### config.mk
export PLATFORM = sky130hd
export DESIGN_NAME = rslc_ctrl
export DESIGN_NICKNAME = d
export VERILOG_FILES = /design/src/verilog/rslc_pkg.sv /design/src/verilog/rslc_ctrl.sv
export SDC_FILE = /design/constraint.sdc
export NUM_CORES = 1
export LEC_CHECK = 0
export BUFFER_PORTS_ARGS = -buffer_cell sky130_fd_sc_hd__buf_2
export CAP_MARGIN = 15
export CORE_MARGIN = 5
export CORE_UTILIZATION = 50
export DETAILED_ROUTE_END_ITERATION = 8
export GPL_TIMING_DRIVEN = 0
export HOLD_SLACK_MARGIN = 0.08
export PLACE_DENSITY = 0.94
export SLEW_MARGIN = 20
export SYNTH_ARGS = -nofsm -noshare
export SYNTH_HDL_FRONTEND = slang
export SYNTH_SLANG_ARGS = --single-unit
### constraint.sdc
create_clock -name i_ref_clk -period 5.8 [get_ports i_ref_clk]
set_input_delay 0.29 -clock i_ref_clk [delete_from_list [all_inputs] [get_ports i_ref_clk]]
set_output_delay 0.29 -clock i_ref_clk [all_outputs]
set_load 0.02 [all_outputs]
### src/verilog/rslc_pkg.sv
// Constants, types and state layout of the reset and low-power controller
package rslc_pkg;

	// ****************************************
	// Register map and fields
	// ****************************************
	localparam int ADDR_W = 12;
	localparam logic [11:0] OFF_CAUSE = 12'h000;
	localparam logic [11:0] OFF_PWR = 12'h004;
	localparam logic [11:0] OFF_LVCTL = 12'h008;
	localparam logic [11:0] OFF_TRIM = 12'h00C;
	localparam int CAUSE_POR = 7;
	localparam int CAUSE_STOP = 6;
	localparam int CAUSE_WDT = 5;
	localparam int CAUSE_EXT = 4;
	localparam logic [3:0] CAUSE_HI_RST = 4'h8;
	localparam logic [3:0] CAUSE_HI_ALL = 4'hF;
	localparam int LVCTL_IE = 0;
	localparam int LVCTL_BOD_OFF = 1;
	localparam logic [1:0] LVCTL_RST = 2'h0;
	localparam logic [7:0] PWR_RST = 8'h00;
	localparam logic [15:0] TRIM_ADDR = 16'h0003;
	localparam int TRIM_W = 3;
	localparam int FILT_W = 8;

	// ****************************************
	// Types
	// ****************************************
	typedef enum logic [1:0] {
		RSLC_RUN,
		RSLC_HALT,
		RSLC_STOP,
		RSLC_RECOVER
	} rslc_mode_t;

	typedef struct packed {
		rslc_mode_t mode;
		logic pin_s1;
		logic pin_s2;
		logic dbg_s1;
		logic dbg_s2;
		logic lv_s1;
		logic lv_s2;
		logic [FILT_W-1:0] filt_cnt;
		logic pin_low;
		logic lv_flag;
		logic [3:0] cause_hi;
		logic [7:0] pwr;
		logic [1:0] lvctl;
		logic [TRIM_W-1:0] trim;
		logic trim_rd;
		logic [15:0] trim_addr;
		logic sys_rst;
		logic cpu_halt;
		logic stopped;
		logic recovered;
		logic lvd_irq;
		logic bod_en;
		logic wdt_wr;
		logic [7:0] wdt_data;
		logic [31:0] prdata;
		logic pready;
		logic pslverr;
	} rslc_state_t;

endpackage

### src/verilog/rslc_ctrl.sv
// Reset cause, low-supply warning, sleep control and peripheral gating
//
// Register access over APB and the register offsets were decided locally.
`timescale 1ns/1ps
module rslc_ctrl #(
	parameter logic [rslc_pkg::FILT_W-1:0] FILT_MIN = 8'h04
) (
	// Clock and reset
	input wire logic i_ref_clk,
	input wire logic i_reset,
	// APB slave
	input wire logic i_psel,
	input wire logic i_penable,
	input wire logic i_pwrite,
	input wire logic [rslc_pkg::ADDR_W-1:0] i_paddr,
	input wire logic [31:0] i_pwdata,
	input wire logic [3:0] i_pstrb,
	output logic [31:0] o_prdata,
	output logic o_pready,
	output logic o_pslverr,
	// Pins and supply comparator
	input wire logic i_reset_pin_n,
	input wire logic i_debug_pin,
	input wire logic i_supply_low,
	// Trim store
	input wire logic [rslc_pkg::TRIM_W-1:0] i_trim_lvd,
	output logic o_trim_rd,
	output logic [15:0] o_trim_addr,
	// CPU core and watchdog
	input wire logic i_halt_req,
	input wire logic i_stop_req,
	input wire logic i_irq_any,
	input wire logic i_wake_gpio,
	input wire logic i_wdt_timeout,
	input wire logic i_wdt_is_reset,
	output logic o_sys_reset,
	output logic o_cpu_halt,
	output logic o_stopped,
	output logic o_recovered,
	output logic o_wdt_ctrl_wr,
	output logic [7:0] o_wdt_ctrl_data,
	// Supply monitor control and interrupt
	output logic o_bod_enable,
	output logic [rslc_pkg::TRIM_W-1:0] o_lvd_threshold,
	output logic o_lvd_irq,
	// Peripheral gating
	output logic [7:0] o_periph_off
);

	// ****************************************
	// State
	// ****************************************
	rslc_pkg::rslc_state_t st;
	rslc_pkg::rslc_state_t next_st;

	// Bus phase decode
	logic setup_rd;
	logic done;
	logic rd_done;
	logic wr_done;
	logic byte0;
	logic ext_evt;
	logic dbg_low;
	logic lv_gated;
	logic [3:0] cause_set;
	logic [3:0] cause_clr;
	logic [7:0] cause_val;

	assign setup_rd = i_psel && !i_penable;
	assign done = i_psel && i_penable && st.pready;
	assign rd_done = done && !i_pwrite;
	assign wr_done = done && i_pwrite;
	assign byte0 = i_pstrb[0];

	// Filtered pin event, debug level, gated comparator
	assign ext_evt = !st.pin_s2 && (st.filt_cnt == FILT_MIN - 1'b1);
	assign dbg_low = !st.dbg_s2;
	assign lv_gated = st.lv_s2 && st.bod_en;

	// Live register image of the reset cause
	assign cause_val = {st.cause_hi, 3'b000, st.lv_flag};

	// ****************************************
	// Next state
	// ****************************************
	always_comb begin
		next_st = st;
		cause_set = 4'h0;
		cause_clr = 4'h0;
		next_st.sys_rst = 1'b0;
		next_st.recovered = 1'b0;
		next_st.lvd_irq = 1'b0;
		next_st.wdt_wr = 1'b0;
		next_st.pready = 1'b0;

		// Two-stage synchronisers
		next_st.pin_s1 = i_reset_pin_n;
		next_st.pin_s2 = st.pin_s1;
		next_st.dbg_s1 = i_debug_pin;
		next_st.dbg_s2 = st.dbg_s1;
		next_st.lv_s1 = i_supply_low;
		next_st.lv_s2 = st.lv_s1;

		// Glitch filter: count consecutive low cycles
		if (st.pin_s2) begin
			next_st.filt_cnt = '0;
			next_st.pin_low = 1'b0;
		end else if (st.filt_cnt != FILT_MIN) begin
			next_st.filt_cnt = st.filt_cnt + 1'b1;
			next_st.pin_low = ext_evt;
		end

		// Trim capture once after reset release
		if (st.trim_rd) begin
			next_st.trim = i_trim_lvd;
			next_st.trim_rd = 1'b0;
		end

		// Live warning flag, no software path
		next_st.lv_flag = lv_gated;
		next_st.bod_en = !st.lvctl[rslc_pkg::LVCTL_BOD_OFF];

		// One-cycle request on rising edge when enabled
		if (lv_gated && !st.lv_flag) begin
			next_st.lvd_irq = st.lvctl[rslc_pkg::LVCTL_IE];
		end

		// Power mode sequencing
		unique case (st.mode)
			rslc_pkg::RSLC_RUN: begin
				if (ext_evt) begin
					next_st.sys_rst = 1'b1;
					cause_set[rslc_pkg::CAUSE_EXT-4] = 1'b1;
				end else if (i_wdt_timeout) begin
					cause_set[rslc_pkg::CAUSE_WDT-4] = 1'b1;
					next_st.sys_rst = i_wdt_is_reset;
				end else if (i_stop_req) begin
					next_st.mode = rslc_pkg::RSLC_STOP;
				end else if (i_halt_req) begin
					next_st.mode = rslc_pkg::RSLC_HALT;
				end
			end
			rslc_pkg::RSLC_HALT: begin
				// Only the CPU stops; clocks keep running
				if (ext_evt) begin
					next_st.sys_rst = 1'b1;
					cause_set[rslc_pkg::CAUSE_EXT-4] = 1'b1;
					next_st.mode = rslc_pkg::RSLC_RUN;
				end else if (i_wdt_timeout) begin
					cause_set[rslc_pkg::CAUSE_WDT-4] = 1'b1;
					next_st.sys_rst = i_wdt_is_reset;
					next_st.mode = rslc_pkg::RSLC_RUN;
				end else if (i_irq_any) begin
					next_st.mode = rslc_pkg::RSLC_RUN;
				end
			end
			rslc_pkg::RSLC_STOP: begin
				if (ext_evt) begin
					next_st.sys_rst = 1'b1;
					cause_set[rslc_pkg::CAUSE_EXT-4] = 1'b1;
					next_st.mode = rslc_pkg::RSLC_RUN;
				end else if (dbg_low) begin
					next_st.sys_rst = 1'b1;
					next_st.mode = rslc_pkg::RSLC_RUN;
				end else if (i_wdt_timeout) begin
					cause_set[rslc_pkg::CAUSE_WDT-4] = 1'b1;
					cause_set[rslc_pkg::CAUSE_STOP-4] = 1'b1;
					next_st.mode = rslc_pkg::RSLC_RECOVER;
				end else if (i_wake_gpio) begin
					cause_set[rslc_pkg::CAUSE_STOP-4] = 1'b1;
					next_st.mode = rslc_pkg::RSLC_RECOVER;
				end
			end
			rslc_pkg::RSLC_RECOVER: begin
				next_st.recovered = 1'b1;
				next_st.mode = rslc_pkg::RSLC_RUN;
			end
		endcase

		// CPU held while not running; stop flag raised only in STOP
		next_st.cpu_halt = (next_st.mode != rslc_pkg::RSLC_RUN);
		next_st.stopped = (next_st.mode == rslc_pkg::RSLC_STOP);

		// Read of the cause word clears its upper bits
		if (rd_done && (i_paddr == rslc_pkg::OFF_CAUSE)) begin
			cause_clr = rslc_pkg::CAUSE_HI_ALL;
		end
		// A new event in the same cycle beats the clear
		next_st.cause_hi = (st.cause_hi & ~cause_clr) | cause_set;

		// Register writes
		if (wr_done && byte0) begin
			unique case (i_paddr)
				rslc_pkg::OFF_CAUSE: begin
					next_st.wdt_wr = 1'b1;
					next_st.wdt_data = i_pwdata[7:0];
				end
				rslc_pkg::OFF_PWR: begin
					next_st.pwr = i_pwdata[7:0];
				end
				rslc_pkg::OFF_LVCTL: begin
					next_st.lvctl = i_pwdata[1:0];
				end
				default: begin
					next_st.wdt_wr = 1'b0;
				end
			endcase
		end

		// Answer in the first access cycle
		if (setup_rd) begin
			next_st.pready = 1'b1;
			next_st.pslverr = 1'b0;
			next_st.prdata = 32'h0000_0000;
			unique case (i_paddr)
				rslc_pkg::OFF_CAUSE: begin
					if (!i_pwrite) begin
						next_st.prdata = {24'h00_0000, cause_val};
					end
				end
				rslc_pkg::OFF_PWR: begin
					next_st.prdata = {24'h00_0000, st.pwr};
				end
				rslc_pkg::OFF_LVCTL: begin
					next_st.prdata = {30'h0000_0000, st.lvctl};
				end
				rslc_pkg::OFF_TRIM: begin
					next_st.prdata = {29'h0000_0000, st.trim};
				end
				default: begin
					next_st.pslverr = 1'b1;
				end
			endcase
		end
	end

	// ****************************************
	// State register
	// ****************************************
	always_ff @(posedge i_ref_clk or posedge i_reset) begin
		if (i_reset) begin
			st.mode <= rslc_pkg::RSLC_RUN;
			st.pin_s1 <= 1'b1;
			st.pin_s2 <= 1'b1;
			st.dbg_s1 <= 1'b1;
			st.dbg_s2 <= 1'b1;
			st.lv_s1 <= 1'b0;
			st.lv_s2 <= 1'b0;
			st.filt_cnt <= '0;
			st.pin_low <= 1'b0;
			st.lv_flag <= 1'b0;
			st.cause_hi <= rslc_pkg::CAUSE_HI_RST;
			st.pwr <= rslc_pkg::PWR_RST;
			st.lvctl <= rslc_pkg::LVCTL_RST;
			st.trim <= '0;
			st.trim_rd <= 1'b1;
			st.trim_addr <= rslc_pkg::TRIM_ADDR;
			st.sys_rst <= 1'b0;
			st.cpu_halt <= 1'b0;
			st.stopped <= 1'b0;
			st.recovered <= 1'b0;
			st.lvd_irq <= 1'b0;
			st.bod_en <= 1'b1;
			st.wdt_wr <= 1'b0;
			st.wdt_data <= 8'h00;
			st.prdata <= 32'h0000_0000;
			st.pready <= 1'b0;
			st.pslverr <= 1'b0;
		end else begin
			st <= next_st;
		end
	end

	// ****************************************
	// Outputs
	// ****************************************
	assign o_prdata = st.prdata;
	assign o_pready = st.pready;
	assign o_pslverr = st.pslverr;
	assign o_trim_rd = st.trim_rd;
	assign o_trim_addr = st.trim_addr;
	assign o_sys_reset = st.sys_rst;
	assign o_cpu_halt = st.cpu_halt;
	assign o_stopped = st.stopped;
	assign o_recovered = st.recovered;
	assign o_wdt_ctrl_wr = st.wdt_wr;
	assign o_wdt_ctrl_data = st.wdt_data;
	assign o_bod_enable = st.bod_en;
	assign o_lvd_threshold = st.trim;
	assign o_lvd_irq = st.lvd_irq;
	assign o_periph_off = st.pwr;

endmodule

==> flow_metrics.tcl <==
set metrics [dict create \
    status "completed" \
    slowest_stage "or4_4" \
    synth_mux_area_share_pct 9.47 \
    die_x_um 87.8 \
    fill_cells 449 \
    cp_top_family "simple AND/OR/NAND/NOR gates" \
    p_sw_share_pct 25.4 \
    layout_commonest_cell "buf_2" \
    pwr-share-comb_pct 13.9 \
    area_growth_pct 27.9 \
    tritoncts "built" \
    synth_area_leaders "dfrtp_1 44%, buf_4 17%, mux2_2 7.4%" \
    async_reset_ff_share_pct 100 \
    drive_gt1_share_pct 48.0 \
    hold_path_class "in -> async" \
    totalWireLength_mm 6.32 \
    max_stage_delay_ns 0.56 \
    netlist_instances 272 \
    p_leak_nw 2.11 \
    ys_ff_latch 60 \
    root_buffer "clkbuf_8" \
    r2r_cells 4 \
    skew_ns 0.0101 \
    synth-xor-area-share_pct 0.868 \
    antenna_found_initial 0 \
    ys_seq_area_share_pct 49.9 \
    seq_power_share_pct 45.7 \
    grt_pass1_vias 2138 \
    drt_iter0_drc 81 \
    core_mm2 0.00589 \
    period_share_pct 34.6 \
    synth_cell_types 49 \
    path_depth 4 \
    h-tree-depth 3 \
    rsz0062_at_grt "no" \
    grt_max_degree 61 \
    clock-sinks 60 \
    final-max-slew-violation-count 0 \
    via_per_inst 4.56 \
    multi_input_area_mm2 0.00109 \
    io_buffer_count 73 \
    synthAdderAreaFrac_pct 0.827 \
    postSynthAreaPerCell_um2 11.1 \
    worstPathRequired_ns 6.01 \
    path_cells "or4_4 > or4_1 > clkbuf_2 > a32o_1" \
    route.detailed.drc 0 \
    synth_top_area_share_pct 43.8 \
    synth_compound_area_share_pct 6.37 \
    syn_area_mm2 0.00303 \
    ir_worst_vdd_mv 0.177 \
    final_nets 465 \
    powerDensity_mw_per_mm2 254 \
    dp_hpwl_mm 4.85 \
    gp_congestion 0.801 \
    synthSimpleGateAreaFrac_pct 13.4 \
    synth_top_family_by_area "buffers and inverters" \
    die_area_mm2 0.00771 \
    clk_latency_ns 0.34 \
    wl_per_cell_um 13.2 \
    numCtsBuffers 9 \
    clk_path_buf_depth 2 \
    yosysTopAreaCell "dfrtp_1" \
    worst_setup_path_end_kind "register" \
    clkSlewWorstSetupHoldPaths_ns 0.06 \
    crit_path_start_kind "register" \
    synth_edf_count 0 \
    holdWs_ns 0.0668 \
    yosysWarnings 0 \
    power_report.internal_total_w 0.000732 \
    setup_viol 0 \
    ant_nets 0 \
    clkPwrFrac_pct 40.4 \
    grt_pass1_wl_mm 9.80 \
    ys.flop_type "dfrtp_1" \
    crit_fanout 7 \
    max-slew-margin-rel_pct 51.1 \
    worst_slew_pin_slew_ns 0.723 \
    vias 2173 \
    max_freq_mhz 499 \
    final.setup.tns_ns 0 \
    final_util_pct 65.7 \
    final_cell_mix "73 x buf_2, 67 x buf_4, 53 x dfrtp_1, 41 x conb_1, 20 x mux2_2" \
    diodes 0 \
    start_util_pct 51.4 \
    die_h_um 87.8 \
    grt_use_total_pct 16.7 \
    ioPinCount 142 \
    first_pass_iters 4 \
    path_class "reg -> reg" \
    critical_path_arrival_ns 2.22 \
    hold_viol_final 0 \
    row_count 28 \
    drv_cap 0 \
    p_sw_w 0.000249 \
    grt_overflow 0 \
    period_needed_ns 2.01 \
    cts_setup_buffers 0 \
    path_buf_inv 1 \
    regArea_mm2 0.00151 \
]
[power by group through the flow]
stage          sequential (W)  combinational [W]  clock, W
5_1_grt              0.000450           0.000150  0.000426
3_5_place_dp         0.000455           0.000134         0
3_3_place_gp         0.000454           0.000130         0
2_1_floorplan        0.000460          0.0000936         0
6_report             0.000448           0.000136  0.000397
4_1_cts              0.000448           0.000136  0.000402
[Yosys cell counts, types with 2 or more instances]
cell and instances:
ha_1 2, nor2_1 14, nor4_2 2, o21ai_0 8, a21oi_1 6, a32o_1 2, dfrtp_1 53, clkbuf_1 3
conb_1 2, mux2i_1 5, inv_1 13, mux2_2 20, a21o_1 5, nand3_1 4, buf_4 67, or3_1 3
nand2b_1 3, nand2_1 14, nor3_1 4, nor4_4 2, xnor2_1 2, nor4_1 2, and2_1 3, a22o_1 2
dfstp_2 7
[registers in the layout (all words and copies together), names as in the netlist, 3 cells and up]
name / cells
st: 15
o_periph_off: 8
o_prdata: 8
o_wdt_ctrl_data: 8
cause_val: 5
next_st: 3
o_lvd_threshold: 3
[routing by layer]
metal	track usage [%]	vias up	part of all wire (%)
li1	-	1062	-
met1	19.8	1025	39
met2	27.9	80	50
met3	5.64	6	9.4
met4	6.69	0	1.2
met5	0	-	0
[layout make-up]
type | count | area share, %
multi-input cells | 166 | 28.2
repair buffers | 76 | 10.2
clock buffers | 10 | 3.30
plain buffers | 72 | 13.5
flip-flops and latches | 60 | 39.0
inverters | 13 | 1.33
clock inverters | 5 | 2.01
well taps | 75 | 2.43
[logic make-up after synthesis]
logic type | after synthesis
buffers and inverters | 85
DFF | 60
and+or+nand+nor | 65
xor gates and xnor gates | 3
adders and majority gates | 2
muxes | 26
other | 2
AOI/OAI and AO/OA | 29
[per-stage QoR]
stage / power (W) / worst slack [ns] / cell area (µm²) / cells
after CTS: 0.000986 / 3.80 / 3870 / 477
final: 0.000981 / 3.79 / 3870 / 477
after detailed placement: 0.000589 / 3.53 / 3630 / 459
after global routing: 0.00103 / 3.74 / 3870 / 477
after global placement: 0.000584 / 3.38 / 3630 / 459
after floorplan: 0.000554 / 3.90 / 3170 / 311
[repair_timing]
action	in CTS	in global routing
hold buffers	3	0
resized for setup	0	0
hold endpoints to repair	3	0
[path summary, 6_finish.rpt]
kind	slack (ns)	from	endpoint
setup / recovery	3.79	st[89]	cause_val[6]
min in group i_ref_clk	0.19	i_trim_lvd[0]	o_lvd_threshold[0]
setup reg to reg	3.79	st[89]	cause_val[6]
hold reg to reg	0.35	next_st[95]	st[95]
hold / removal	0.07	i_reset	o_wdt_ctrl_data[6]
max in group asynchronous	5.24	i_reset	o_periph_off[4]
No activity file was read; power rests on OpenSTA's default activity.
